## src/common/hib_pkg.sv

```systemverilog
package hib_pkg;
   localparam int unsigned COUNT_W = 32;
   localparam int unsigned TRIM_W = 16;
   localparam int unsigned MEM_WORDS = 64;
   localparam int unsigned MEM_AW = 6;
   localparam int unsigned EVENT_W = 4;
   localparam int unsigned XTAL_DIV = 128;
   localparam int unsigned XTAL_DIV_W = 7;
   localparam int unsigned TRIM_CYCLE = 64;
   localparam int unsigned TRIM_CYCLE_W = 6;
   localparam logic [COUNT_W-1:0] COUNT_RESET = 32'h00000000;
   localparam logic [COUNT_W-1:0] MATCH_RESET = 32'hFFFFFFFF;
   localparam logic [COUNT_W-1:0] LOAD_RESET = 32'hFFFFFFFF;
   localparam logic [TRIM_W-1:0] TRIM_RESET = 16'h7FFF;
   localparam logic [TRIM_W-1:0] NOMINAL_DIV = 16'h7FFF;
   localparam int unsigned EV_MATCH_A = 0;
   localparam int unsigned EV_MATCH_B = 1;
   localparam int unsigned EV_LOWBATT = 2;
   localparam int unsigned EV_WAKE_PIN = 3;
   typedef enum {ST_AWAKE, ST_ASLEEP} power_state_t;
endpackage : hib_pkg

```

## src/common/ref_tick_if.sv

```systemverilog
interface ref_tick_if;
   logic enable;
   logic select;
   logic tick;
   modport source (input enable, input select, output tick);
   modport sink (output enable, output select, input tick);
endinterface : ref_tick_if

```

## src/logic/ref_tick_gen.sv

```systemverilog
module ref_tick_gen
(
   input wire logic ref_clk,
   input wire logic rst_n,
   input wire logic osc_in,
   ref_tick_if.source tick_bus
);
   import hib_pkg::*;

   logic osc_meta;
   logic osc_sync;
   logic osc_prev;
   logic [XTAL_DIV_W-1:0] div_count;
   logic rise;

   always_ff @(posedge ref_clk or negedge rst_n)
   begin
      if (!rst_n)
      begin
         osc_meta <= 1'b0;
         osc_sync <= 1'b0;
         osc_prev <= 1'b0;
      end
      else
      begin
         osc_meta <= osc_in;
         osc_sync <= osc_meta;
         osc_prev <= osc_sync;
      end
   end

   assign rise = osc_sync & ~osc_prev;

   // Divider held at zero while the source is off, so it restarts cleanly
   always_ff @(posedge ref_clk or negedge rst_n)
   begin
      if (!rst_n)
         div_count <= '0;
      else if (!tick_bus.enable || tick_bus.select)
         div_count <= '0;
      else if (rise)
         div_count <= div_count + 7'h01;
   end

   always_ff @(posedge ref_clk or negedge rst_n)
   begin
      if (!rst_n)
         tick_bus.tick <= 1'b0;
      else if (!tick_bus.enable)
         tick_bus.tick <= 1'b0;
      else if (tick_bus.select)
         tick_bus.tick <= rise;
      else
         tick_bus.tick <= rise && (div_count == XTAL_DIV_W'(XTAL_DIV - 1));
   end
endmodule : ref_tick_gen

```

## src/logic/hib_power_rtc.sv

```systemverilog
module hib_power_rtc
(
   input wire logic ref_clk,
   input wire logic rst_n,
   input wire logic osc_input_a,
   input wire logic wake_n,
   input wire logic battery_low,
   input wire logic osc_source_enable,
   input wire logic osc_source_select,
   input wire logic rtc_count_enable,
   input wire logic pin_wake_enable,
   input wire logic match_wake_enable,
   input wire logic lowbatt_detect_enable,
   input wire logic lowbatt_sleep_abort,
   input wire logic sleep_request,
   input wire logic load_write,
   input wire logic [hib_pkg::COUNT_W-1:0] load_wdata,
   input wire logic match_a_write,
   input wire logic [hib_pkg::COUNT_W-1:0] match_a_wdata,
   input wire logic match_b_write,
   input wire logic [hib_pkg::COUNT_W-1:0] match_b_wdata,
   input wire logic trim_write,
   input wire logic [hib_pkg::TRIM_W-1:0] trim_wdata,
   input wire logic mem_write,
   input wire logic [hib_pkg::MEM_AW-1:0] mem_addr,
   input wire logic [hib_pkg::COUNT_W-1:0] mem_wdata,
   input wire logic [hib_pkg::EVENT_W-1:0] event_mask_reg,
   input wire logic event_clear_write,
   input wire logic [hib_pkg::EVENT_W-1:0] event_clear_reg,
   output logic power_off_request_n,
   output logic sleeping,
   output logic [hib_pkg::COUNT_W-1:0] seconds_counter_reg,
   output logic [hib_pkg::COUNT_W-1:0] seconds_match_a_reg,
   output logic [hib_pkg::COUNT_W-1:0] seconds_match_b_reg,
   output logic [hib_pkg::COUNT_W-1:0] seconds_load_reg,
   output logic [hib_pkg::TRIM_W-1:0] predivider_trim_reg,
   output logic [hib_pkg::COUNT_W-1:0] mem_rdata,
   output logic [hib_pkg::EVENT_W-1:0] raw_event_status_reg,
   output logic [hib_pkg::EVENT_W-1:0] masked_event_status_reg,
   output logic irq
);
   import hib_pkg::*;

   ref_tick_if tick_bus ();

   power_state_t state;
   logic wake_meta;
   logic wake_sync;
   logic wake_prev;
   logic batt_meta;
   logic batt_sync;
   logic req_prev;
   logic req_edge;
   logic [TRIM_W-1:0] prediv;
   logic [TRIM_CYCLE_W-1:0] sec_index;
   logic second_pulse;
   logic count_fresh;
   logic hit_a;
   logic hit_b;
   logic wake_edge;
   logic lowbatt_seen;
   logic sleep_ok;
   logic wake_now;
   logic [EVENT_W-1:0] set_events;
   logic [EVENT_W-1:0] clr_events;
   logic [EVENT_W-1:0] next_raw;
   logic [COUNT_W-1:0] mem [MEM_WORDS];

   assign tick_bus.enable = osc_source_enable;
   assign tick_bus.select = osc_source_select;

   ref_tick_gen u_ref_tick (
      .ref_clk (ref_clk),
      .rst_n (rst_n),
      .osc_in (osc_input_a),
      .tick_bus (tick_bus)
   );

   // Pins are asynchronous to ref_clk
   always_ff @(posedge ref_clk or negedge rst_n)
   begin
      if (!rst_n)
      begin
         wake_meta <= 1'b1;
         wake_sync <= 1'b1;
         wake_prev <= 1'b1;
         batt_meta <= 1'b0;
         batt_sync <= 1'b0;
      end
      else
      begin
         wake_meta <= wake_n;
         wake_sync <= wake_meta;
         wake_prev <= wake_sync;
         batt_meta <= battery_low;
         batt_sync <= batt_meta;
      end
   end

   assign wake_edge = wake_prev & ~wake_sync;

   // Edge of the request, so a request left high does not re-enter sleep after wake
   always_ff @(posedge ref_clk or negedge rst_n)
   begin
      if (!rst_n)
         req_prev <= 1'b0;
      else
         req_prev <= sleep_request;
   end

   assign req_edge = sleep_request & ~req_prev;

   // Predivider: reload+1 ticks per second
   always_ff @(posedge ref_clk or negedge rst_n)
   begin
      if (!rst_n)
      begin
         prediv <= NOMINAL_DIV;
         sec_index <= '0;
      end
      else if (rtc_count_enable && tick_bus.tick)
      begin
         if (prediv == '0)
         begin
            sec_index <= sec_index + 6'h01;
            if (sec_index == TRIM_CYCLE_W'(TRIM_CYCLE - 2))
               prediv <= predivider_trim_reg;
            else
               prediv <= NOMINAL_DIV;
         end
         else
            prediv <= prediv - 16'h0001;
      end
   end

   assign second_pulse = rtc_count_enable && tick_bus.tick && (prediv == '0);

   always_ff @(posedge ref_clk or negedge rst_n)
   begin
      if (!rst_n)
         seconds_counter_reg <= COUNT_RESET;
      else if (load_write)
         seconds_counter_reg <= load_wdata;
      else if (second_pulse)
         seconds_counter_reg <= seconds_counter_reg + 32'h00000001;
   end

   // Compare only on a new count value, so a standing match is one event
   always_ff @(posedge ref_clk or negedge rst_n)
   begin
      if (!rst_n)
         count_fresh <= 1'b0;
      else
         count_fresh <= load_write | second_pulse;
   end

   assign hit_a = count_fresh && (seconds_counter_reg == seconds_match_a_reg);
   assign hit_b = count_fresh && (seconds_counter_reg == seconds_match_b_reg);

   always_ff @(posedge ref_clk or negedge rst_n)
   begin
      if (!rst_n)
      begin
         seconds_match_a_reg <= MATCH_RESET;
         seconds_match_b_reg <= MATCH_RESET;
         seconds_load_reg <= LOAD_RESET;
         predivider_trim_reg <= TRIM_RESET;
      end
      else
      begin
         if (match_a_write)
            seconds_match_a_reg <= match_a_wdata;
         if (match_b_write)
            seconds_match_b_reg <= match_b_wdata;
         if (load_write)
            seconds_load_reg <= load_wdata;
         if (trim_write)
            predivider_trim_reg <= trim_wdata;
      end
   end

   // No reset: contents must survive across wake
   always_ff @(posedge ref_clk)
   begin
      if (mem_write)
         mem[mem_addr] <= mem_wdata;
   end

   always_ff @(posedge ref_clk or negedge rst_n)
   begin
      if (!rst_n)
         mem_rdata <= '0;
      else if (mem_write)
         mem_rdata <= mem_wdata;
      else
         mem_rdata <= mem[mem_addr];
   end

   always_comb
   begin
      set_events = '0;
      set_events[EV_MATCH_A] = hit_a;
      set_events[EV_MATCH_B] = hit_b;
      set_events[EV_LOWBATT] = lowbatt_detect_enable && batt_sync && (state == ST_AWAKE);
      set_events[EV_WAKE_PIN] = wake_edge;
      clr_events = event_clear_write ? event_clear_reg : '0;
      next_raw = (raw_event_status_reg & ~clr_events) | set_events;
   end

   always_ff @(posedge ref_clk or negedge rst_n)
   begin
      if (!rst_n)
      begin
         raw_event_status_reg <= '0;
         masked_event_status_reg <= '0;
         irq <= 1'b0;
      end
      else
      begin
         raw_event_status_reg <= next_raw;
         masked_event_status_reg <= next_raw & event_mask_reg;
         irq <= |(next_raw & event_mask_reg);
      end
   end

   assign lowbatt_seen = raw_event_status_reg[EV_LOWBATT] | set_events[EV_LOWBATT];
   assign sleep_ok = (pin_wake_enable | match_wake_enable)
                     && !(lowbatt_sleep_abort && lowbatt_detect_enable && lowbatt_seen);
   assign wake_now = (pin_wake_enable && !wake_sync)
                     || (match_wake_enable && (hit_a || hit_b));

   always_ff @(posedge ref_clk or negedge rst_n)
   begin
      if (!rst_n)
      begin
         state <= ST_AWAKE;
         power_off_request_n <= 1'b1;
         sleeping <= 1'b0;
      end
      else
      begin
         case (state)
            ST_AWAKE:
            begin
               if (req_edge && sleep_ok)
               begin
                  state <= ST_ASLEEP;
                  power_off_request_n <= 1'b0;
                  sleeping <= 1'b1;
               end
            end
            ST_ASLEEP:
            begin
               if (wake_now)
               begin
                  state <= ST_AWAKE;
                  power_off_request_n <= 1'b1;
                  sleeping <= 1'b0;
               end
            end
            default:
            begin
               state <= ST_AWAKE;
               power_off_request_n <= 1'b1;
               sleeping <= 1'b0;
            end
         endcase
      end
   end
endmodule : hib_power_rtc

```

## config.mk

```make
export PLATFORM = sky130hd
export DESIGN_NAME = hib_power_rtc
export DESIGN_NICKNAME = d
export VERILOG_FILES = /design/src/common/hib_pkg.sv /design/src/common/ref_tick_if.sv /design/src/logic/ref_tick_gen.sv /design/src/logic/hib_power_rtc.sv
export SDC_FILE = /design/constraint.sdc
export NUM_CORES = 2
export LEC_CHECK = 0
export BUFFER_PORTS_ARGS = -buffer_cell sky130_fd_sc_hd__buf_4
export CORE_MARGIN = 10
export CORE_UTILIZATION = 25
export CTS_CLUSTER_DIAMETER = 120
export CTS_CLUSTER_SIZE = 14
export DETAILED_ROUTE_END_ITERATION = 6
export HOLD_SLACK_MARGIN = 0.03
export PLACE_DENSITY = 0.37
export REMOVE_ABC_BUFFERS = 1
export SYNTH_ARGS = -nofsm -noshare
export SYNTH_HDL_FRONTEND = slang
export SYNTH_HIERARCHICAL = 1
export SYNTH_SLANG_ARGS = --single-unit
```

## constraint.sdc

```tcl
create_clock -name ref_clk -period 3.7 [get_ports ref_clk]
set_clock_uncertainty 0.05 [all_clocks]
set_input_delay 0 -clock ref_clk [delete_from_list [all_inputs] [get_ports ref_clk]]
set_output_delay 0 -clock ref_clk [all_outputs]
set_load 0.01 [all_outputs]
```

==> metrics.csv <==
stage;metric;value;unit
outcome;status;finished clean;
power_and_ir_drop;pwr_density_cell;488;nW/um^2
finish;largest_reg_flops;2048;
placement;dp_hpwl;258;mm
die;fp.dieArea;380000;sq um
sta;layout_setup_ws;0.355;ns
power_and_ir_drop;leakagePower;36.3;nW
worst_setup_path;required;4.50;ns
clock_network;tritoncts.num_buffers;186;
power_and_ir_drop;finalPower;0.0540;W
worst_setup_path;end_kind;register;
die;floorplan.rows;218;
logic_synthesis;post-synth-top-count-cell;edfxtp_1;
grt;overflow;0;
worst_setup_path;crit_fanout;44;
worst_setup_path;crit_path_max_incr_delay;0.77;ns
die;chipHeight;616;um
placement;placed_cells;10300;
finish;registers.top_by_ff_count;mem;
worst_setup_path;critical-path-slowest-cell;a221oi_2;
clock_network;tritoncts_clock_tree;yes;
sta;finalHoldViolations;0;
route;route.vias.total;56400;
worst_setup_path;critPathLaunch;mem_addr[1];
logic_synthesis;synth-seq-area-share;75.7;%
clock_network;cts.reportedPaths.clkPinSlew;0.07;ns
finish;layout.nets;6327;
power_and_ir_drop;peakVddDrop;0.398;mV
logic_synthesis;yosys.area.top_type_share;69.2;%
sta;min_period_over_period;90.4;%
logic_synthesis;post_synth_instance_area;88900;sq um
route;wire_per_inst;37.8;um
logic_synthesis;synthDominantAreaCellType;edfxtp_1;
worst_setup_path;timing.critical_path.arrival;4.15;ns
clock_network;htree_levels;4;
clock_network;cts_num_sinks;2275;
clock_network;worst_skew_pair.late_latency;0.97;ns
route;remaining_drc_errors;0;
die;io_pins;364;
logic_synthesis;syn_inst;5112;
grt;grt_antenna_before_repair;46;
clock_network;number_of_buffers_on_the_longest_clock_path;4;
grt;grt_pass1_wl;550;mm
logic_synthesis;mean_area_per_synthesized_cell;17.4;sq um
hold_path;hold_path_class;input port to register;
sta;setup-violations-final;0;
run;cap_violations;0;
worst_setup_path;timing.rr.start;seconds_counter_reg[6];
grt;grt.total_usage;21.0;%
worst_setup_path;startpoint_kind_of_the_worst_setup_timing_path;input port;
finish;final_cell_count_no_fill;11000;
route;drtAntennaViolNets;0;
sta;worst_slew_pin_slew;1.39;ns
logic_synthesis;synth-warning-count;6;
route;first_pass_iters;6;
sta;period_needed;3.34;ns
grt;grt_start_max_net_pins;75;
die;die_w;616;um
route;drt_iter0_markers;6817;
logic_synthesis;count_of_state_elements_after_synthesis;2275;
sta;timing.max_slew.rel_slack;7.08;%
placement;pre_cts_slack;0.265;ns
worst_setup_path;crit_path_cell_trace;dlygate4sd3_1 > buf_8 > buf_12 > buf_12 > mux2_2 > a221oi_1 > o22ai_1 > a221oi_2 > a32oi_1 > dlygate4sd3_1;
clock_network;clock-root-buffer;clkbuf_16;
hold_path;hp-start;load_wdata[11];
die;floorplan.initialDensity;25.2;%
sta;grt_setup_unrepaired;no;
finish;layout-area-overhead-vs-synth;24.5;%
logic_synthesis;ys_async_sr_fraction;9.98;%
logic_synthesis;yosys_most_used_dff;edfxtp_1;
logic_synthesis;synth.top_cells.by_area;edfxtp_1 (69%), dfstp_2 (3.8%), mux4_2 (3.4%), mux2_2 (2.8%), mux2i_1 (2.8%);
sta;final_max_slew_viol_count;0;
worst_setup_path;worstSetupPathType;input port to register;
finish;final_layout_size_suffix_gt1_share;25.5;%
route;finalWirelength;416;mm
die;core_area;353000;sq um
placement;place.gp.congestion;0.830;
route;avgViaCountPerCell;5.12;
logic_synthesis;synth_common_cells;edfxtp_1 (2048), mux2i_1 (247), a221oi_1 (243), mux2_2 (225), nor2_1 (216);
sta;fmax;299;MHz
logic_synthesis;synthDistinctLibCells;85;
logic_synthesis;synth_enable_flop_cells;2048;
placement;io_buffer_count;363;
grt;vias_in_the_first_global_route;56700;
area by class of cell:
class	count	area, sq um
tap	4730	5920
multi-input combinational	2427	20400
clock buffer	313	5200
inverter	63	249
antenna	11	27.5
fill	34800	243000
sequential	2275	67300
timing repair buffer	1191	11400
clock inverter	11	156
stage by stage:
step / utilization, % / hold slack (ns) / instance area [sq um] / setup TNS [ns]
2_1_floorplan: - / -0.346 / 87400 / -1126.52
3_3_place_gp: 28.6 / 0.0618 / 101000 / 0
3_5_place_dp: 28.6 / 0.0623 / 101000 / 0
4_1_cts: 31.3 / 0.0404 / 111000 / 0
5_1_grt: 31.3 / 0.0950 / 111000 / 0
6_report: 31.3 / 0.105 / 111000 / 0
cell usage in the layout (no fill, tap or decap), types with 12 or more instances in the layout:
master | netlist | routed
a211oi_1 | 15 | 15
o21ai_1 | 21 | 21
dfrtp_1 | 97 | 97
o22ai_1 | 93 | 93
nand4_1 | 21 | 21
xnor2_1 | 69 | 69
o211ai_1 | 16 | 16
o32a_1 | 19 | 19
o221ai_1 | 14 | 14
o21ai_0 | 194 | 194
nand2_1 | 173 | 173
buf_4 | 24 | 676
a22o_1 | 40 | 40
a221o_1 | 33 | 33
mux4_2 | 134 | 134
dlygate4sd3_1 | 0 | 401
xor2_1 | 33 | 33
a31oi_1 | 22 | 22
mux2_2 | 225 | 225
a21oi_1 | 156 | 156
a221oi_1 | 243 | 242
nor4_1 | 22 | 22
edfxtp_1 | 2048 | 2048
nor3_1 | 23 | 22
dfstp_2 | 130 | 130
mux2i_1 | 247 | 247
a22oi_1 | 130 | 130
clkbuf_16 | 0 | 189
o22a_1 | 12 | 12
buf_12 | 0 | 109
nor2_4 | 1 | 69
o2bb2ai_1 | 15 | 15
nor2_1 | 216 | 146
nand3_1 | 42 | 42
inv_1 | 60 | 59
nor3_2 | 11 | 12
and3_1 | 19 | 18
clkbuf_1 | 171 | 123
what timing repair did:
| item | in CTS | in global routing |
|---|---|---|
| hold endpoints to repair | 2728 | 0 |
| endpoints found under the setup margin | 0 | 1 |
| hold buffers | 402 | 0 |
| gates resized for setup | 0 | 1 |
| setup buffers | 0 | 0 |
power by group:
group          leakage (nW)  switching (W)  internal [W]
Sequential             21.0       0.000513        0.0286
Combinational          12.7        0.00339       0.00200
Clock                  2.56        0.00991       0.00962
Total                  36.3         0.0138        0.0402
path summary, 6_finish.rpt:
| check | end | slack (ns) | depth (start not counted) |
|---|---|---|---|
| min in group asynchronous | seconds_match_a_reg[25] | 0.58 | 3 |
| setup / recovery | mem_rdata[11] | 0.36 | 10 |
| setup reg to reg | state[0] | 0.61 | 7 |
| max in group asynchronous | seconds_match_a_reg[27] | 2.35 | 4 |
| hold reg to reg | u_ref_tick/osc_sync | 0.31 | 0 |
| hold / removal | seconds_counter_reg[11] | 0.10 | 4 |
kinds of logic after synthesis:
kind of cell | synth area share, %
compound gates | 8.82
xor+xnor | 1.00
fa+ha+maj | 0.0844
buf+inv | 2.00
flops | 75.7
mux | 9.02
simple gates | 3.32
layer usage:
layer / GRT usage (%) / vias up / part of all wire, %
met4: 5.86 / 4 / 3.2
met1: 28.3 / 30800 / 43
li1: - / 22700 / -
met3: 3.09 / 474 / 6.2
met5: 0 / - / 0.0065
met2: 35.4 / 2371 / 48
worst max-delay path, delay by kind of cell:
family,cells,cell delay (ns)
AO/OA/AOI/OAI,4,1.37
multiplexers,1,0.38
buffers and inverters,5,2.13
Note: power is estimated with default switching activity, not from simulation.
